===== config.mk =====
export PLATFORM = sky130hd
export DESIGN_NAME = mpse_port78
export DESIGN_NICKNAME = d
export VERILOG_FILES = /design/src/mpse_pkg.sv /design/src/mpse_port78.sv
export SDC_FILE = /design/constraint.sdc
export NUM_CORES = 1
export LEC_CHECK = 0
export ABC_AREA = 1
export BUFFER_PORTS_ARGS = -buffer_cell sky130_fd_sc_hd__buf_2
export CAP_MARGIN = 30
export CORE_UTILIZATION = 47
export DETAILED_ROUTE_END_ITERATION = 10
export PLACE_DENSITY = 0.78
export SLEW_MARGIN = 10
export SYNTH_ARGS = -nofsm -noshare
export SYNTH_HDL_FRONTEND = slang
export SYNTH_SLANG_ARGS = --single-unit

===== constraint.sdc =====
create_clock -name CLOCK -period 1.3 [get_ports CLOCK]
set_clock_uncertainty 0.2 [all_clocks]
set_input_delay 0.065 -clock CLOCK [delete_from_list [all_inputs] [get_ports CLOCK]]
set_output_delay 0.065 -clock CLOCK [all_outputs]
set_load 0.05 [all_outputs]

===== src/mpse_pkg.sv =====
// Constants and carrier types for the two-port multiplexed pin block.
// Assumes a 32-bit AXI4-Lite register bus; register index times four gives the byte address.
package mpse_pkg;
	// ------------------------------------------------------------
	// Register indices (byte address is four times the index)
	// ------------------------------------------------------------
	localparam logic [7:0] IDX_P7_LATCH = 8'h13;
	localparam logic [7:0] IDX_P7_DIR = 8'h15;
	localparam logic [7:0] IDX_P7_FUNC = 8'h17;
	localparam logic [7:0] IDX_P8_LATCH = 8'h18;
	localparam logic [7:0] IDX_P8_DIR = 8'h1A;
	localparam logic [7:0] IDX_P8_FUNC = 8'h1C;
	localparam logic [7:0] IDX_P8_ODEN = 8'h20;
	localparam logic [7:0] IDX_CLKOUT_CTRL = 8'h21;
	localparam logic [7:0] IDX_ALT_IN_CTRL = 8'h22;
	// ------------------------------------------------------------
	// Reset values
	// ------------------------------------------------------------
	localparam logic [7:0] RST_P7_LATCH = 8'hFF;
	localparam logic [7:0] RST_P7_DIR = 8'h00;
	localparam logic [7:0] RST_P7_FUNC = 8'h00;
	localparam logic [7:0] RST_P8_LATCH = 8'hFF;
	localparam logic [7:0] RST_P8_DIR = 8'hC0;
	localparam logic [7:0] RST_P8_FUNC = 8'h00;
	localparam logic [7:0] RST_P8_ODEN = 8'h00;
	localparam logic [1:0] RST_CLKOUT_CTRL = 2'h0;
	localparam logic [7:0] RST_ALT_IN_CTRL = 8'h00;
	// ------------------------------------------------------------
	// Field positions
	// ------------------------------------------------------------
	localparam int P7_TMR_A_BIT = 2;
	localparam int P7_CLK_BIT = 3;
	localparam int P7_TMR_B_BIT = 6;
	localparam int P7_NMI_BIT = 7;
	localparam int P8_TXD_BIT = 0;
	localparam int P8_RXD_BIT = 1;
	localparam int P8_TEVT_BIT = 2;
	localparam int P8_TOUT_BIT = 3;
	localparam int P8_WAIT_BIT = 4;
	localparam logic [7:0] P8_FUNC_MASK = 8'h09;
	localparam logic [7:0] P8_ODEN_MASK = 8'h3F;
	localparam logic [7:0] P8_FIXED_OD = 8'hC0;
	localparam int CKO_EN_BIT = 0;
	localparam int CKO_SEL_BIT = 1;
	localparam logic [1:0] RESP_OKAY = 2'h0;
	localparam logic [1:0] RESP_SLVERR = 2'h2;
	// ------------------------------------------------------------
	// Carrier types
	// ------------------------------------------------------------
	typedef struct packed {
		logic [7:0] level;
		logic [7:0] drive_en;
	} mpse_pins_s;
	typedef struct packed {
		logic [3:0] irq_edge;
		logic [3:0] timer_event;
	} mpse_events_s;
endpackage : mpse_pkg


===== src/mpse_port78.sv =====
// Pin logic, alternate-function routing and AXI4-Lite registers for ports seven and eight.
// Assumes peripheral signals are on CLOCK; pin inputs are asynchronous and synchronised here.
`timescale 1ns/1ps
module mpse_port78 (
	input wire logic CLOCK,
	input wire logic NRST,
	input wire logic [9:0] S_AXI_AWADDR,
	input wire logic S_AXI_AWVALID,
	output logic S_AXI_AWREADY,
	input wire logic [31:0] S_AXI_WDATA,
	input wire logic [3:0] S_AXI_WSTRB,
	input wire logic S_AXI_WVALID,
	output logic S_AXI_WREADY,
	output logic [1:0] S_AXI_BRESP,
	output logic S_AXI_BVALID,
	input wire logic S_AXI_BREADY,
	input wire logic [9:0] S_AXI_ARADDR,
	input wire logic S_AXI_ARVALID,
	output logic S_AXI_ARREADY,
	output logic [31:0] S_AXI_RDATA,
	output logic [1:0] S_AXI_RRESP,
	output logic S_AXI_RVALID,
	input wire logic S_AXI_RREADY,
	input wire logic [7:0] P7_PIN_IN,
	output mpse_pkg::mpse_pins_s P7_PIN_OUT,
	output logic [7:0] P7_PULLUP_EN,
	input wire logic [7:0] P8_PIN_IN,
	output mpse_pkg::mpse_pins_s P8_PIN_OUT,
	input wire logic SERIAL_ZERO_RX_PIN,
	output logic SERIAL_ZERO_RECEIVE,
	output logic SERIAL_ONE_RECEIVE,
	output logic BYTE_TIMER_EVENT_INPUT,
	output logic BUS_WAIT_REQ_N,
	output logic NMI_INPUT_N,
	output mpse_pkg::mpse_events_s SHARED_EVENTS,
	input wire logic TIMER_FLIPFLOP_OUTPUT_A,
	input wire logic TIMER_FLIPFLOP_OUTPUT_B,
	input wire logic SERIAL_ONE_TRANSMIT,
	input wire logic BYTE_TIMER_OUTPUT,
	input wire logic PRESCALER_CLOCK,
	input wire logic SYSTEM_CLOCK_SOURCE
);
	// ------------------------------------------------------------
	// Helpers
	// ------------------------------------------------------------
	function automatic logic [7:0] read_mix(input logic [7:0] dir, input logic [7:0] latch,
		input logic [7:0] pin);
		read_mix = (dir & latch) | (~dir & pin);
	endfunction : read_mix
	function automatic logic [3:0] shared_bits(input logic [7:0] v);
		shared_bits = {v[5], v[4], v[1], v[0]};
	endfunction : shared_bits
	// ------------------------------------------------------------
	// Register state
	// ------------------------------------------------------------
	logic [7:0] p7_latch_r;
	logic [7:0] p7_dir_r;
	logic [7:0] p7_func_r;
	logic nmi_sel_r;
	logic [7:0] p8_latch_r;
	logic [7:0] p8_dir_r;
	logic [7:0] p8_func_r;
	logic [7:0] p8_oden_r;
	logic [1:0] cko_ctrl_r;
	logic [7:0] alt_in_r;
	// Pin synchronisers start at the pulled-up idle level, so no false edge follows reset.
	logic [7:0] p7_s1_r;
	logic [7:0] p7_s2_r;
	logic [7:0] p7_prev_r;
	logic [7:0] p8_s1_r;
	logic [7:0] p8_s2_r;
	logic rx0_s1_r;
	logic rx0_s2_r;
	always_ff @(posedge CLOCK or negedge NRST)
	begin
		if (!NRST)
		begin
			p7_s1_r <= 8'hFF;
			p7_s2_r <= 8'hFF;
			p7_prev_r <= 8'hFF;
			p8_s1_r <= 8'hFF;
			p8_s2_r <= 8'hFF;
			rx0_s1_r <= 1'b1;
			rx0_s2_r <= 1'b1;
		end
		else
		begin
			p7_s1_r <= P7_PIN_IN;
			p7_s2_r <= p7_s1_r;
			p7_prev_r <= p7_s2_r;
			p8_s1_r <= P8_PIN_IN;
			p8_s2_r <= p8_s1_r;
			rx0_s1_r <= SERIAL_ZERO_RX_PIN;
			rx0_s2_r <= rx0_s1_r;
		end
	end
	// ------------------------------------------------------------
	// AXI4-Lite write path
	// ------------------------------------------------------------
	logic aw_full_r;
	logic w_full_r;
	logic [7:0] aw_idx_r;
	logic [7:0] w_byte_r;
	logic w_lane_r;
	logic awready_r;
	logic wready_r;
	logic bvalid_r;
	logic [1:0] bresp_r;
	wire aw_take = S_AXI_AWVALID & awready_r;
	wire w_take = S_AXI_WVALID & wready_r;
	wire do_write = aw_full_r & w_full_r & ~bvalid_r;
	wire aw_full_nxt = (aw_full_r | aw_take) & ~do_write;
	wire w_full_nxt = (w_full_r | w_take) & ~do_write;
	wire bvalid_nxt = do_write | (bvalid_r & ~S_AXI_BREADY);
	wire wr_ok = w_lane_r;
	wire wr_p7_latch = do_write & wr_ok & (aw_idx_r == mpse_pkg::IDX_P7_LATCH);
	wire wr_p7_dir = do_write & wr_ok & (aw_idx_r == mpse_pkg::IDX_P7_DIR);
	wire wr_p7_func = do_write & wr_ok & (aw_idx_r == mpse_pkg::IDX_P7_FUNC);
	wire wr_p8_latch = do_write & wr_ok & (aw_idx_r == mpse_pkg::IDX_P8_LATCH);
	wire wr_p8_dir = do_write & wr_ok & (aw_idx_r == mpse_pkg::IDX_P8_DIR);
	wire wr_p8_func = do_write & wr_ok & (aw_idx_r == mpse_pkg::IDX_P8_FUNC);
	wire wr_p8_oden = do_write & wr_ok & (aw_idx_r == mpse_pkg::IDX_P8_ODEN);
	wire wr_cko = do_write & wr_ok & (aw_idx_r == mpse_pkg::IDX_CLKOUT_CTRL);
	wire wr_alt = do_write & wr_ok & (aw_idx_r == mpse_pkg::IDX_ALT_IN_CTRL);
	wire wr_hit = wr_p7_latch | wr_p7_dir | wr_p7_func | wr_p8_latch | wr_p8_dir | wr_p8_func
		| wr_p8_oden | wr_cko | wr_alt;
	always_ff @(posedge CLOCK or negedge NRST)
	begin
		if (!NRST)
		begin
			aw_full_r <= 1'b0;
			w_full_r <= 1'b0;
			aw_idx_r <= 8'h00;
			w_byte_r <= 8'h00;
			w_lane_r <= 1'b0;
			awready_r <= 1'b0;
			wready_r <= 1'b0;
			bvalid_r <= 1'b0;
			bresp_r <= mpse_pkg::RESP_OKAY;
		end
		else
		begin
			aw_full_r <= aw_full_nxt;
			w_full_r <= w_full_nxt;
			if (aw_take)
				aw_idx_r <= S_AXI_AWADDR[9:2];
			if (w_take)
			begin
				w_byte_r <= S_AXI_WDATA[7:0];
				w_lane_r <= S_AXI_WSTRB[0];
			end
			awready_r <= ~aw_full_nxt;
			wready_r <= ~w_full_nxt;
			bvalid_r <= bvalid_nxt;
			if (do_write)
				bresp_r <= (wr_hit | ~wr_ok) ? mpse_pkg::RESP_OKAY : mpse_pkg::RESP_SLVERR;
		end
	end
	// ------------------------------------------------------------
	// Control registers
	// ------------------------------------------------------------
	// The selection bit can only be set; a zero written later is dropped on purpose.
	wire nmi_sel_nxt = nmi_sel_r | (wr_p7_func & w_byte_r[mpse_pkg::P7_NMI_BIT]);
	always_ff @(posedge CLOCK or negedge NRST)
	begin
		if (!NRST)
		begin
			p7_latch_r <= mpse_pkg::RST_P7_LATCH;
			p7_dir_r <= mpse_pkg::RST_P7_DIR;
			p7_func_r <= mpse_pkg::RST_P7_FUNC;
			nmi_sel_r <= 1'b0;
			p8_latch_r <= mpse_pkg::RST_P8_LATCH;
			p8_dir_r <= mpse_pkg::RST_P8_DIR;
			p8_func_r <= mpse_pkg::RST_P8_FUNC;
			p8_oden_r <= mpse_pkg::RST_P8_ODEN;
			cko_ctrl_r <= mpse_pkg::RST_CLKOUT_CTRL;
			alt_in_r <= mpse_pkg::RST_ALT_IN_CTRL;
		end
		else
		begin
			if (wr_p7_latch)
				p7_latch_r <= w_byte_r;
			if (wr_p7_dir)
				p7_dir_r <= w_byte_r;
			if (wr_p7_func)
				p7_func_r <= w_byte_r;
			nmi_sel_r <= nmi_sel_nxt;
			if (wr_p8_latch)
				p8_latch_r <= w_byte_r;
			if (wr_p8_dir)
				p8_dir_r <= w_byte_r;
			if (wr_p8_func)
				p8_func_r <= w_byte_r & mpse_pkg::P8_FUNC_MASK;
			if (wr_p8_oden)
				p8_oden_r <= w_byte_r & mpse_pkg::P8_ODEN_MASK;
			if (wr_cko)
				cko_ctrl_r <= w_byte_r[1:0];
			if (wr_alt)
				alt_in_r <= w_byte_r;
		end
	end
	// ------------------------------------------------------------
	// AXI4-Lite read path
	// ------------------------------------------------------------
	logic arready_r;
	logic rvalid_r;
	logic [7:0] rbyte_r;
	logic [1:0] rresp_r;
	wire ar_take = S_AXI_ARVALID & arready_r;
	wire rvalid_nxt = ar_take | (rvalid_r & ~S_AXI_RREADY);
	wire [7:0] ar_idx = S_AXI_ARADDR[9:2];
	// Direction and function registers are write-only and read back as zero.
	wire rd_wo = (ar_idx == mpse_pkg::IDX_P7_DIR) | (ar_idx == mpse_pkg::IDX_P7_FUNC)
		| (ar_idx == mpse_pkg::IDX_P8_DIR) | (ar_idx == mpse_pkg::IDX_P8_FUNC);
	wire [7:0] rd_p7 = read_mix(p7_dir_r, p7_latch_r, p7_s2_r);
	wire [7:0] rd_p8 = read_mix(p8_dir_r, p8_latch_r, p8_s2_r);
	wire rd_hit = rd_wo | (ar_idx == mpse_pkg::IDX_P7_LATCH) | (ar_idx == mpse_pkg::IDX_P8_LATCH)
		| (ar_idx == mpse_pkg::IDX_P8_ODEN) | (ar_idx == mpse_pkg::IDX_CLKOUT_CTRL)
		| (ar_idx == mpse_pkg::IDX_ALT_IN_CTRL);
	wire [7:0] rd_val = (ar_idx == mpse_pkg::IDX_P7_LATCH) ? rd_p7 :
		(ar_idx == mpse_pkg::IDX_P8_LATCH) ? rd_p8 :
		(ar_idx == mpse_pkg::IDX_P8_ODEN) ? p8_oden_r :
		(ar_idx == mpse_pkg::IDX_CLKOUT_CTRL) ? {6'h00, cko_ctrl_r} :
		(ar_idx == mpse_pkg::IDX_ALT_IN_CTRL) ? alt_in_r : 8'h00;
	always_ff @(posedge CLOCK or negedge NRST)
	begin
		if (!NRST)
		begin
			arready_r <= 1'b0;
			rvalid_r <= 1'b0;
			rbyte_r <= 8'h00;
			rresp_r <= mpse_pkg::RESP_OKAY;
		end
		else
		begin
			arready_r <= ~rvalid_nxt;
			rvalid_r <= rvalid_nxt;
			if (ar_take)
			begin
				rbyte_r <= rd_val;
				rresp_r <= rd_hit ? mpse_pkg::RESP_OKAY : mpse_pkg::RESP_SLVERR;
			end
		end
	end
	// ------------------------------------------------------------
	// Pin drive and alternate functions
	// ------------------------------------------------------------
	wire cko_active = p7_dir_r[mpse_pkg::P7_CLK_BIT] & cko_ctrl_r[mpse_pkg::CKO_EN_BIT];
	wire cko_src = cko_ctrl_r[mpse_pkg::CKO_SEL_BIT] ? SYSTEM_CLOCK_SOURCE
		: PRESCALER_CLOCK;
	logic [7:0] p7_val;
	always_comb
	begin
		p7_val = p7_latch_r;
		if (p7_func_r[mpse_pkg::P7_TMR_A_BIT])
			p7_val[mpse_pkg::P7_TMR_A_BIT] = TIMER_FLIPFLOP_OUTPUT_A;
		if (p7_func_r[mpse_pkg::P7_TMR_B_BIT])
			p7_val[mpse_pkg::P7_TMR_B_BIT] = TIMER_FLIPFLOP_OUTPUT_B;
		if (cko_active)
			p7_val[mpse_pkg::P7_CLK_BIT] = cko_src;
	end
	// The nonmaskable selection forces the top pin off the drive, whatever its direction.
	wire [7:0] p7_oe = p7_dir_r & ~{nmi_sel_r, 7'h00};
	logic [7:0] p8_val;
	always_comb
	begin
		p8_val = p8_latch_r;
		if (p8_func_r[mpse_pkg::P8_TXD_BIT])
			p8_val[mpse_pkg::P8_TXD_BIT] = SERIAL_ONE_TRANSMIT;
		if (p8_func_r[mpse_pkg::P8_TOUT_BIT])
			p8_val[mpse_pkg::P8_TOUT_BIT] = BYTE_TIMER_OUTPUT;
	end
	wire [7:0] p8_od = p8_oden_r | mpse_pkg::P8_FIXED_OD;
	wire [7:0] p8_level = p8_val & ~p8_od;
	wire [7:0] p8_oe = p8_dir_r & ~(p8_od & p8_val);
	// Edge pulses come from the synchronised level, so pin direction does not gate them.
	wire [3:0] p7_edges = shared_bits(p7_s2_r ^ p7_prev_r);
	always_ff @(posedge CLOCK or negedge NRST)
	begin
		if (!NRST)
		begin
			P7_PIN_OUT <= '0;
			P7_PULLUP_EN <= mpse_pkg::RST_P7_LATCH & ~mpse_pkg::RST_P7_DIR;
			P8_PIN_OUT <= '0;
			SERIAL_ZERO_RECEIVE <= 1'b1;
			SERIAL_ONE_RECEIVE <= 1'b1;
			BYTE_TIMER_EVENT_INPUT <= 1'b1;
			BUS_WAIT_REQ_N <= 1'b1;
			NMI_INPUT_N <= 1'b1;
			SHARED_EVENTS <= '0;
		end
		else
		begin
			P7_PIN_OUT.level <= p7_val;
			P7_PIN_OUT.drive_en <= p7_oe;
			P7_PULLUP_EN <= ~p7_dir_r & p7_latch_r;
			P8_PIN_OUT.level <= p8_level;
			P8_PIN_OUT.drive_en <= p8_oe;
			SERIAL_ZERO_RECEIVE <= rx0_s2_r;
			SERIAL_ONE_RECEIVE <= p8_s2_r[mpse_pkg::P8_RXD_BIT];
			BYTE_TIMER_EVENT_INPUT <= p8_s2_r[mpse_pkg::P8_TEVT_BIT];
			BUS_WAIT_REQ_N <= p8_s2_r[mpse_pkg::P8_WAIT_BIT];
			NMI_INPUT_N <= nmi_sel_r ? p7_s2_r[mpse_pkg::P7_NMI_BIT] : 1'b1;
			SHARED_EVENTS.irq_edge <= p7_edges & alt_in_r[3:0];
			SHARED_EVENTS.timer_event <= p7_edges & alt_in_r[7:4];
		end
	end
	assign S_AXI_AWREADY = awready_r;
	assign S_AXI_WREADY = wready_r;
	assign S_AXI_BVALID = bvalid_r;
	assign S_AXI_BRESP = bresp_r;
	assign S_AXI_ARREADY = arready_r;
	assign S_AXI_RVALID = rvalid_r;
	assign S_AXI_RRESP = rresp_r;
	assign S_AXI_RDATA = {24'h000000, rbyte_r};
	// ------------------------------------------------------------
	// Assertions
	// ------------------------------------------------------------
	a_nmi_stays_set: assert property (@(posedge CLOCK) disable iff (!NRST)
		nmi_sel_r |=> nmi_sel_r) else $error("nonmaskable select was cleared");
	a_nmi_no_drive: assert property (@(posedge CLOCK) disable iff (!NRST)
		nmi_sel_r |=> !P7_PIN_OUT.drive_en[7]) else $error("nonmaskable pin is driven");
	a_clock_gated: assert property (@(posedge CLOCK) disable iff (!NRST)
		!cko_active |=> P7_PIN_OUT.level[3] == $past(p7_latch_r[3]))
		else $error("clock output leaked while disabled");
	a_irq_both_edges: assert property (@(posedge CLOCK) disable iff (!NRST)
		(alt_in_r[0] && (p7_s2_r[0] != p7_prev_r[0])) |=> SHARED_EVENTS.irq_edge[0])
		else $error("shared pin edge gave no interrupt pulse");
	a_timer_every_edge: assert property (@(posedge CLOCK) disable iff (!NRST)
		(alt_in_r[6] && (p7_s2_r[4] != p7_prev_r[4])) |=> SHARED_EVENTS.timer_event[2])
		else $error("shared pin edge gave no timer event");
	a_top_pins_od: assert property (@(posedge CLOCK) disable iff (!NRST)
		P8_PIN_OUT.level[7:6] == 2'b00) else $error("port eight top pins driven high");
	a_pullup_follow: assert property (@(posedge CLOCK) disable iff (!NRST)
		##1 P7_PULLUP_EN == ($past(p7_latch_r) & ~$past(p7_dir_r)))
		else $error("pull-up does not follow latch on inputs");
	a_reset_inputs: assert property (@(posedge CLOCK) disable iff (!NRST)
		$past(!NRST) |-> (p7_dir_r == 8'h00 && p7_func_r == 8'h00 && !nmi_sel_r))
		else $error("port seven not cleared by reset");
	a_rxd_route: assert property (@(posedge CLOCK) disable iff (!NRST)
		##1 SERIAL_ZERO_RECEIVE == $past(rx0_s2_r)) else $error("receive pin not routed");
	a_write_answer: assert property (@(posedge CLOCK) disable iff (!NRST)
		do_write |=> S_AXI_BVALID) else $error("write response missing");
	a_bresp_holds: assert property (@(posedge CLOCK) disable iff (!NRST)
		S_AXI_BVALID && !S_AXI_BREADY |=> S_AXI_BVALID) else $error("write response dropped early");
endmodule : mpse_port78


==> metrics.cfg, run 1 <==
[worst_setup_path]
r2r_cells = 7
criticalPathCategory = reg2reg
cp-startpoint = S_AXI_BVALID$_DFF_PN0_
path_max_fanout = 8
crit_path_end_kind = register
crit_arrival_ns = 1.72
timing.rr.start = S_AXI_BVALID$_DFF_PN0_
required_ns = 1.41
worst_setup_path_start_kind = register

[synth]
ys_ff_latch = 176
synth_area_um2 = 6870
synth_most_common_cell = nand2_1
async_flop_share_pct = 100.0
synth.top_cells.by_count = nand2_1 (143), dfrtp_1 (107), dfstp_2 (69)
syn_inst = 650
avgSynthCellArea_um2 = 10.57
synth_area_leaders = dfrtp_1 (39%), dfstp_2 (26%), nand2_1 (7.8%), o21ai_0 (3.8%), buf_4 (3.4%)
yosysTopAreaCell = dfrtp_1
synth_cell_types = 31
ys_seq_area_share_pct = 65.36
synth_flop_cell = dfrtp_1
yosysWarningCount = 0
netlist.area_leader.share_pct = 38.97
synth_edf_count = 0

[power]
combPwrFrac_pct = 29.2
pwr-share-clk_pct = 31.4
switching_power_mw = 5.764
p_sw_share_pct = 33.39
power_frac_seq_pct = 39.4
power.internal_mw = 11.50
p_leak_nw = 4.952
power_mw = 17.26
vdd_drop_max_mv = 1.604
power_density_nw_per_um2 = 1655

[place]
hpwlAfterDp_mm = 10.92
numPortBuffers = 120
globalplace.congestion = 0.8949
pre_cts_ws_ns = -0.2747

[drt]
viasPerCell = 5.132
first_iter_violations = 426
wire_per_inst_um = 16.96
vias = 5768
routed_wl_mm = 19.06
drc = 0
antenna_left = 0
dr.pass1.iters = 6

[die]
ios = 180
die_area_um2 = 15110
core_um2 = 14100
chipWidth_um = 122.9
die_y_um = 122.9
rows = 43
start_util_pct = 48.74

[sta]
timing.fmax_ghz = 0.6196
whs_ns = -0.1400
rsz0062_at_grt = yes
min_period_ns = 1.614
finalCritPeriodShare_pct = 124.2
finalHoldViolations = 16
slew_violations = 0
worst_slack_ns = -0.3140
setup_viol = 78

[clock_network]
cts_root_buffer = clkbuf_16
cts_max_level = 4
insertion_delay_ns = 0.43
clock_path_buffers = 2
cts_tree = built
path_clk_slew_ns = 0.07
cts_made_buffers = 17
numClockSinks = 176

[run_status]
status = complete, but fails checks
violations = negative hold slack, negative setup slack

[global_route]
grt_pass1_vias = 5670
grt_pass1_wl_mm = 27.86
antenna_found_initial = 0
grt_start_max_net_pins = 53
track_usage_pct = 24.90
grt_remaining_overflow = 0

[hold_path]
worstHoldPathType = in2async

[finish]
multi_input_area_um2 = 2419
fin_util_pct = 73.99
regArea_um2 = 4497
area_growth_pct = 51.81
fin_nets = 1017
diodes = 0
drive_gt1_share_pct = 49.15
fill_cells = 894

[job]
maxCapViolCount = 0

[final cells by class]
type | instances | share of cell area, %
inverters | 66 | 2.447
clock inverters | 12 | 1.751
clock buffers | 20 | 4.283
well taps | 180 | 2.159
multi-input cells | 401 | 23.19
repair buffers | 269 | 23.06
flip-flops and latches | 176 | 43.11
[routing by layer]
metal / part of all wire (%) / track usage (%) / wire (µm) / vias to the layer above
met3: 6.0 / 5.950 / 1139 / 88
met4: 4.5 / 10.90 / 855 / 0
met5: 0 / 0 / 0 / -
met1: 39 / 30.00 / 7356 / 2807
met2: 51 / 42.52 / 9712 / 262
li1: - / - / - / 2611
[worst paths after layout]
check | endpoint | slack [ns]
setup / recovery | p7_dir_r[3]$_DFFE_PN0P_ | -0.31
hold / removal | P8_PIN_OUT[7]$_DFF_PN0_ | -0.14
setup reg to reg | p7_dir_r[3]$_DFFE_PN0P_ | -0.31
hold reg to reg | p8_s2_r[6]$_DFF_PN1_ | 0.15
max in group asynchronous | P7_PULLUP_EN[2]$_DFF_PN1_ | 0.42
min in group CLOCK | rbyte_r[6]$_DFFE_PN0P_ | 0.02
[per-stage QoR]
stage | cell area [µm²] | TNS (ns) | instances
CTS | 10140 | -13.72 | 1119
floorplan | 7057 | -10.64 | 677
global route | 10430 | -20.98 | 1124
finish | 10430 | -16.39 | 1124
detailed placement | 8373 | -11.81 | 1025
global placement | 8373 | -9.328 | 1025
[power groups by stage]
stage | Sequential [mW] | Combinational [mW] | Clock, mW
2_1_floorplan | 7.36 | 1.57 | 0
3_3_place_gp | 6.74 | 3.85 | 0
3_5_place_dp | 6.76 | 3.93 | 0
4_1_cts | 6.73 | 4.66 | 5.43
5_1_grt | 6.85 | 5.37 | 5.69
6_report | 6.80 | 5.04 | 5.42
[registers in the layout (all words and copies together), names as in the netlist, 6 cells and up]
signal	count
p7_latch_r	8
rbyte_r	8
p8_s1_r	8
P8_PIN_OUT	14
p7_s2_r	8
p7_s1_r	8
p8_dir_r	8
P7_PIN_OUT	16
p8_s2_r	8
aw_idx_r	8
w_byte_r	8
SHARED_EVENTS	8
alt_in_r	8
p7_dir_r	8
p8_latch_r	8
P7_PULLUP_EN	8
p8_oden_r	6
[layout by cell type (no fill, tap or decap), types with 5 or more instances in the layout]
cell type	instances
nor2_2	5
conb_1	28
inv_2	17
dfrtp_2	5
nor2_4	12
o21ai_2	37
nand2_2	25
buf_2	58
nand2_1	104
nand4_1	6
inv_1	46
dlygate4sd3_1	52
buf_8	14
dfstp_2	69
dfrtp_1	102
buf_4	96
o21ai_1	29
nand2_4	22
nor2_1	38
o21ai_0	24
clkbuf_4	11
nand3_1	29
buf_12	14
buf_6	22
clkbuf_16	18
[logic make-up (layout without fill, tap and decap cells)]
family                 after synthesis  after routing  share of synthesized area, %
multiplexers                         3              3                        0.4371
XOR/XNOR                             4              4                        0.5099
buffers and inverters              103            367                         7.758
AND/OR/NAND/NOR                    254            257                         16.43
other                                1             28                       0.05458
flip-flops                         176            176                         65.36
AO/OA/AOI/OAI                      109            109                         9.452
[critical path, stage by stage, from the launching register on]
cell and delay [ns]:
dfrtp_2 0.40, inv_2 0.07, nand4_4 0.19, nor2_4 0.22, nand2_4 0.11, buf_12 0.17
nand2_4 0.06, o21ai_2 0.05
[timing repair]
item / CTS / global route
buffers inserted: 8 / 5
setup endpoints to repair: 98 / 118
gates resized for setup: 174 / 90
endpoints found under the hold margin: 232 / 17
hold buffers: 52 / 2
pin swaps: 33 / 21
cloned: 4 / 1
Power figures use the tool's default switching activity.
==> run 2: changes to the inputs <==
--- a/config.mk
+++ b/config.mk
@@ -5,12 +5,12 @@
 export SDC_FILE = /design/constraint.sdc
 export NUM_CORES = 1
 export LEC_CHECK = 0
-export ABC_AREA = 1
 export BUFFER_PORTS_ARGS = -buffer_cell sky130_fd_sc_hd__buf_2
 export CAP_MARGIN = 30
-export CORE_UTILIZATION = 47
+export CORE_UTILIZATION = 49
+export CTS_BUF_LIST = sky130_fd_sc_hd__clkbuf_2 sky130_fd_sc_hd__clkbuf_4 sky130_fd_sc_hd__clkbuf_8
 export DETAILED_ROUTE_END_ITERATION = 10
-export PLACE_DENSITY = 0.78
+export PLACE_DENSITY = 0.81
 export SLEW_MARGIN = 10
 export SYNTH_ARGS = -nofsm -noshare
 export SYNTH_HDL_FRONTEND = slang
==> constraint.sdc (replaced) <==
create_clock -name CLOCK -period 1.4 [get_ports CLOCK]
set_clock_uncertainty 0.2 [all_clocks]
set_input_delay 0.07 -clock CLOCK [delete_from_list [all_inputs] [get_ports CLOCK]]
set_output_delay 0.07 -clock CLOCK [all_outputs]
set_load 0.05 [all_outputs]
==> run 2 against run 1 <==
Effect of this change:
- the flow still finishes with violations (negative hold slack, negative setup slack)
- register-to-register slack got worse by 0.28 ns
- count of clock-buffer cells in the layout rose by 5
- power fell by 18%
- sequential cell count did not move
- clock power fell by 34%
- sequential share of layout area rose by 5.4 points
- maximum frequency fell by 19%
- critical endpoint is now p7_latch_r[1]$_DFFE_PN1P_
- utilization fell by 4.5 points
- routed wire length fell by 16%
- setup slack got worse by 0.28 ns
- via count fell by 22%
==> metrics.cfg, run 2 <==
[clock_network]
path_clk_slew_ns = 0.08  ; about the same
numClockSinks = 176  ; unchanged
cts_root_buffer = clkbuf_8
insertion_delay_ns = 0.45  ; +0.02 ns
clock_path_buffers = 2  ; unchanged
hold_buffers = 46  ; -12%
cts_max_level = 4  ; unchanged
cts_made_buffers = 17  ; unchanged
cts_tree = built

[synth]
synth_edf_count = 0  ; unchanged
ys_ff_latch = 176  ; unchanged
synth_area_um2 = 6774  ; -1.4%
yosysWarningCount = 0  ; unchanged
async_flop_share_pct = 100.0  ; unchanged
netlist.area_leader.share_pct = 39.53  ; +0.55 points
ys_seq_area_share_pct = 66.29  ; +0.93 points
synth_area_leaders = dfrtp_1 (40%), dfstp_2 (27%), mux2_2 (13%), buf_4 (3.1%), nor2b_1 (2.5%)
synth_most_common_cell = dfrtp_1
syn_inst = 452  ; -30%
avgSynthCellArea_um2 = 14.99  ; +42%
yosysTopAreaCell = dfrtp_1
synth_flop_cell = dfrtp_1
synth.top_cells.by_count = dfrtp_1 (107), mux2_2 (77), dfstp_2 (69)
synth_cell_types = 46  ; +48%

[place]
dp_cells = 784  ; -24%
hpwlAfterDp_mm = 10.76  ; -1.4%
globalplace.congestion = 0.8534  ; -4.6%
numPortBuffers = 120  ; unchanged

[worst_setup_path]
crit_chain = nor4b_4 -> and3b_1 -> nor3b_4 -> buf_6 -> mux2_4
slowest_delay_ns = 0.43  ; +0.03 ns
required_ns = 1.58  ; +0.17 ns
worst_setup_path_start_kind = register
crit_buf_inv = 1  ; -1
slowest_stage = dfrtp_2
timing.reg2reg.setup_slack_ns = -0.60  ; -0.28 ns
r2r_cells = 5  ; -2
timing.rr.start = aw_idx_r[6]$_DFFE_PN0P_
critical_path_depth = 5  ; -2
crit_arrival_ns = 2.18  ; +0.46 ns
criticalPathCategory = reg2reg
path_delay_family = simple AND/OR/NAND/NOR gates
path_max_fanout = 5  ; -3
cp-startpoint = aw_idx_r[6]$_DFFE_PN0P_
endpoint = p7_latch_r[1]$_DFFE_PN1P_
crit_path_end_kind = register
r2r-end = p7_latch_r[1]$_DFFE_PN1P_

[global_route]
grt-busiest-layer = met2
grt_pass1_wl_mm = 24.90  ; -11%
grt_pass1_vias = 4769  ; -16%
grt_start_max_net_pins = 40  ; -25%
grt_use_met2_pct = 38.22  ; -4.3 points
antenna_found_initial = 0  ; unchanged
grtUsageMet3_pct = 5.703  ; -0.25 points
met1_usage_pct = 30.43  ; +0.43 points
track_usage_pct = 23.45  ; -1.4 points
grt_remaining_overflow = 0  ; unchanged

[sta]
setup_viol = 64  ; -18%
slew_violations = 0  ; unchanged
rsz0062_at_grt = yes
timing.fmax_ghz = 0.5005  ; -19%
worst_slack_ns = -0.5980  ; -0.2839 ns
min_period_ns = 1.998  ; +0.3839 ns
setup_tns_ns = -26.46  ; -10.07 ns
whs_ns = -0.09917  ; +0.04087 ns
finalHoldViolations = 21  ; +5
finalCritPeriodShare_pct = 142.7  ; +19 points

[finish]
fin_nets = 764  ; -25%
reg_top3 = P7_PIN_OUT (16), P8_PIN_OUT (14)
layout_common_cells = dfrtp_1 (102), buf_2 (92), dfstp_2 (69)
top_register = P7_PIN_OUT
diodes = 0  ; unchanged
area_growth_pct = 36.94
layout.cells.non_filler = 867  ; -23%
final_common_cell = dfrtp_1
drive_gt1_share_pct = 55.72  ; +6.6 points
largest_reg_flops = 16  ; unchanged

[die]
ios = 180  ; unchanged
start_util_pct = 50.75  ; +2.0 points
core_um2 = 13350  ; -5.3%
die_area_um2 = 14300  ; -5.3%
rows = 42  ; -2.3%
chipWidth_um = 119.6  ; -2.7%
die_y_um = 119.6  ; -2.7%

[hold_path]
worstHoldPathType = in2async

[run_status]
violations = negative hold slack, negative setup slack
status = complete, but fails checks

[power]
p_sw_share_pct = 32.65  ; -0.75 points
power.internal_mw = 9.499  ; -17%
power_mw = 14.10  ; -18%
p_leak_nw = 4.462  ; -9.9%
pwr-share-clk_pct = 25.5  ; -5.9 points
power_frac_seq_pct = 47.8  ; +8.4 points
power_density_nw_per_um2 = 1520  ; -8.1%
switching_power_mw = 4.604  ; -20%
combPwrFrac_pct = 26.7  ; -2.5 points
vdd_drop_max_mv = 1.505  ; -6.2%

[drt]
first_iter_violations = 264  ; -38%
wire_per_inst_um = 18.53  ; +9.3%
vias = 4472  ; -22%
drc = 0  ; unchanged
routed_wl_mm = 16.07  ; -16%
dr.pass1.iters = 4  ; -2
viasPerCell = 5.158  ; +0.51%
antenna_left = 0  ; unchanged

[job]
maxCapViolCount = 0  ; unchanged

-- run 2: cell count changes after synthesis, moves of 29 or more --
| cell | previous run | this run |
|---|---|---|
| nand2_1 | 143 | 13 |
| inv_1 | 58 | 5 |
| o21ai_0 | 52 | 14 |
| mux2_2 | 0 | 77 |
| nand3_1 | 32 | 3 |
| nor2_1 | 48 | 3 |
-- run 2: layout make-up --
cell class              count  area, µm²
fillers                   894       4071
clock buffers              25      319.1
inverters                   5      18.77
multi-input cells         259       2406
flip-flops and latches    176       4497
repair buffers            219       1715
well taps                 176      220.2
clock inverters             7      100.1
-- run 2: routing by layer --
layer / wire length [µm] / share of wire (%)
met5: 0 / 0
met2: 8075 / 50
met1: 6744 / 42
met4: 413 / 2.6
met3: 834 / 5.2
-- run 2: power groups by stage --
stage          logic, mW  clock network, mW  registers [mW]
6_report            3.76               3.60            6.74
5_1_grt             3.97               3.88            6.82
4_1_cts             3.73               3.65            6.72
3_5_place_dp        3.38                  0            6.75
3_3_place_gp        3.26                  0            6.68
2_1_floorplan       1.68                  0            7.25
-- run 2: stage by stage --
step,setup WS (ns),util (%),cell area (µm²),hold WS [ns]
finish,-0.5980,69.50,9276,-0.09917
global route,-0.6465,69.50,9276,-0.1105
CTS,-0.6184,69.11,9225,-0.1233
detailed placement,-0.6032,60.42,8065,-0.2092
global placement,-0.5199,60.42,8065,-0.2133
floorplan,-0.7421,-,7154,-0.4256
-- run 2: timing repair --
action                                  CTS  global route
pin swaps                                 9             7
gates resized for setup                  72            15
setup buffers                             5             2
endpoints found under the setup margin   77            85
endpoints found under the hold margin   231            21
-- run 2: cells by family (layout without fill, tap and decap cells) --
kind of cell    count (synthesis)  in the layout  synth area share (%)
mux                            89             89                 14.57
compound gates                 56             56                 5.782
other cells                     1             28               0.05536
flops                         176            176                 66.29
simple gates                   82             82                 8.718
xor+xnor                        4              4                0.5171
buf+inv                        44            256                 4.064
-- run 2: worst register-to-register path: stages (launching register included) --
cell     delay, ns
dfrtp_2       0.43
nor4b_4       0.35
and3b_1       0.23
nor3b_4       0.23
buf_6         0.17
mux2_4        0.32
-- run 2: how the worst min path moves through the flow --
stage | startpoint | end
after detailed placement | NRST | P7_PIN_OUT[4]$_DFF_PN0_
after floorplan | NRST | P7_PIN_OUT[0]$_DFF_PN0_
after global routing | NRST | P7_PIN_OUT[9]$_DFF_PN0_
final | NRST | P7_PIN_OUT[0]$_DFF_PN0_
after global placement | NRST | P7_PIN_OUT[4]$_DFF_PN0_
after CTS | NRST | w_byte_r[2]$_DFFE_PN0P_
==> run 3: changes to the inputs <==
--- a/config.mk
+++ b/config.mk
@@ -6,8 +6,10 @@
 export NUM_CORES = 1
 export LEC_CHECK = 0
 export BUFFER_PORTS_ARGS = -buffer_cell sky130_fd_sc_hd__buf_2
-export CAP_MARGIN = 30
-export CORE_UTILIZATION = 49
+export CELL_PAD_IN_SITES_DETAIL_PLACEMENT = 0
+export CELL_PAD_IN_SITES_GLOBAL_PLACEMENT = 1
+export CORE_MARGIN = 3
+export CORE_UTILIZATION = 40
 export CTS_BUF_LIST = sky130_fd_sc_hd__clkbuf_2 sky130_fd_sc_hd__clkbuf_4 sky130_fd_sc_hd__clkbuf_8
 export DETAILED_ROUTE_END_ITERATION = 10
 export PLACE_DENSITY = 0.81
==> run 3 against run 2 <==
Effect of this change:
- the flow finishes with violations (negative setup slack)
- maximum frequency is 0.15% lower
- utilization down 11 points
- critical path depth stayed put
- final area rose by 2.1%
- first-iteration DRC count up 5.3%
- routed wire length rose by 0.45%
- global-route usage decreased by 5.4 points
- combinational power up 3%
- largest cell class unchanged
- non-clock buffer count is 13 higher
- hold slack better by 0.11 ns
==> metrics.cfg, run 3 (synthesized netlist as in run 2, its figures left out) <==
[drt]
antenna_left = 0  ; unchanged
wl_met3_um = 888  ; +6.5%
top_layer_used = met4
first_iter_violations = 278  ; +5.3%
vias = 4403  ; -1.5%
drc = 0  ; unchanged
wire_per_inst_um = 17.54  ; -5.3%
wl_met2_mm = 7.675  ; -5.0%
routed_wl_mm = 16.14  ; +0.45%
drt-met1-wl_mm = 7.326  ; +8.6%
viasPerCell = 4.786  ; -7.2%
dr.pass1.iters = 4  ; unchanged

[power]
p_leak_nw = 4.535  ; +1.6%
p_sw_share_pct = 33.69  ; +1.0 points
power.internal_mw = 9.261  ; -2.5%
power_mw = 13.97  ; -0.98%
pwr-share-clk_pct = 24.6  ; -0.9 points
vdd_drop_max_mv = 0.9709  ; -35%
power_frac_seq_pct = 47.7  ; about the same
combPwrFrac_pct = 27.8  ; +1.1 points
power_density_nw_per_um2 = 1475  ; -3.0%
switching_power_mw = 4.705  ; +2.2%

[global_route]
grt_pass1_vias = 4597  ; -3.6%
antenna_found_initial = 0  ; unchanged
grt_remaining_overflow = 0  ; unchanged
track_usage_pct = 18.02  ; -5.4 points
grt_start_max_net_pins = 54  ; +35%
grt_pass1_wl_mm = 24.95  ; +0.22%

[finish]
largest_reg_flops = 16  ; unchanged
final_common_cell = dfrtp_1
reg_top3 = P7_PIN_OUT (16), P8_PIN_OUT (14)
fin_nets = 777  ; +1.7%
drive_gt1_share_pct = 55.82  ; +0.11 points
design_area_um2 = 9470  ; +2.1%
top_register = P7_PIN_OUT
area_growth_pct = 39.80
layout.cells.non_filler = 920  ; +6.1%
fin_util_pct = 58.35  ; -11 points
layout_common_cells = dfrtp_1 (102), buf_2 (83), dfstp_2 (69)
diodes = 0  ; unchanged

[worst_setup_path]
crit_arrival_ns = 2.15  ; -0.03 ns
timing.rr.start = aw_idx_r[5]$_DFFE_PN0P_
required_ns = 1.55  ; -0.03 ns
worst_setup_path_start_kind = register
crit_path_end_kind = register
criticalPathCategory = reg2reg
path_max_fanout = 8  ; +3
r2r-end = p8_dir_r[2]$_DFFE_PN0P_
r2r_cells = 5  ; unchanged
timing.reg2reg.setup_slack_ns = -0.60  ; about the same

[sta]
setup_viol = 71  ; +11%
slew_violations = 0  ; unchanged
timing.fmax_ghz = 0.4998  ; -0.15%
rsz0062_at_grt = yes
min_period_ns = 2.001  ; +0.002950 ns
worst_slack_ns = -0.6009  ; -0.002950 ns
tightest_slew_ns = 0.7325
finalCritPeriodShare_pct = 142.9  ; +0.21 points
setup_tns_ns = -28.38  ; -1.924 ns
whs_ns = 0.01296  ; +0.1121 ns
relSlewSlack_pct = 51.17
finalHoldViolations = 0  ; -100%

[die]
ios = 180  ; unchanged
core_um2 = 16230  ; +22%
die_area_um2 = 18530  ; +30%
die_y_um = 136.1  ; +14%
rows = 46  ; +9.5%
start_util_pct = 41.74  ; -9.0 points
chipWidth_um = 136.1  ; +14%

[place]
numPortBuffers = 120  ; unchanged
dpl_cell_area_um2 = 8115  ; +0.62%
dp_cells = 824  ; +5.1%
globalplace.congestion = 0.8361  ; -2.0%
pre_cts_ws_ns = -0.6034  ; -0.0002420 ns
hpwlAfterDp_mm = 10.98  ; +2.0%

[clock_network]
cts_root_buffer = clkbuf_8
insertion_delay_ns = 0.47  ; +0.02 ns
clock_path_buffers = 2  ; unchanged
numClockSinks = 176  ; unchanged
cts_made_buffers = 17  ; unchanged
cts_max_level = 4  ; unchanged
path_clk_slew_ns = 0.09  ; about the same
cts_tree = built

[hold_path]
min_from = S_AXI_ARADDR[6]
hold_path_end = rbyte_r[7]$_DFFE_PN0P_
worstHoldPathType = in2reg
whs_path_depth = 5

[job]
maxCapViolCount = 0  ; unchanged

[run_status]
status = complete, but fails checks
violations = negative setup slack

run 3: how the worst max path moves through the flow:
stage,startpoint,slack [ns],cells past startpoint,to
2_1_floorplan,S_AXI_BVALID$_DFF_PN0_,-0.74,5,p8_dir_r[0]$_DFFE_PN0P_
3_3_place_gp,aw_idx_r[6]$_DFFE_PN0P_,-0.53,5,p8_dir_r[4]$_DFFE_PN0P_
3_5_place_dp,aw_idx_r[6]$_DFFE_PN0P_,-0.60,5,p8_dir_r[3]$_DFFE_PN0P_
4_1_cts,aw_idx_r[6]$_DFFE_PN0P_,-0.60,5,p8_dir_r[2]$_DFFE_PN0P_
5_1_grt,aw_idx_r[5]$_DFFE_PN0P_,-0.69,5,p8_dir_r[0]$_DFFE_PN0P_
6_report,aw_idx_r[5]$_DFFE_PN0P_,-0.60,5,p8_dir_r[2]$_DFFE_PN0P_
run 3: layout make-up:
class | count | area (µm²)
Tap cell | 216 | 270.3
Sequential cell | 176 | 4497
Inverter | 5 | 18.77
Clock buffer | 19 | 261.5
Clock inverter | 13 | 128.9
Fill cell | 1317 | 6760
Multi-Input combinational cell | 259 | 2401
Timing Repair Buffer | 232 | 1893
run 3: power by group through the flow:
stage	logic [mW]	registers [mW]	clock network [mW]
floorplan	1.68	7.25	0
finish	3.88	6.66	3.43
global route	4.11	6.78	3.75
CTS	3.71	6.66	3.51
global placement	3.32	6.68	0
detailed placement	3.40	6.71	0
run 3: routing by layer:
layer | up-vias | global-route usage [%]
li1 | 2033 | -
met1 | 2199 | 24.46
met2 | 148 | 28.43
met3 | 23 | 4.922
met4 | 0 | 5.487
met5 | - | 0
run 3: what timing repair did:
item	4_1_cts	5_1_grt
gates cloned	0	1
endpoints found under the setup margin	75	177
hold buffers	50	1
gates resized for setup	68	45
pin swaps	8	14
endpoints found under the hold margin	230	2
buffers inserted	3	11
run 3: critical path, stage by stage, from the launching register on:
cell     delay [ns]
dfrtp_1        0.43
nor4b_4        0.34
nand2_1        0.14
nor4_4         0.24
buf_6          0.20
mux2_2         0.34
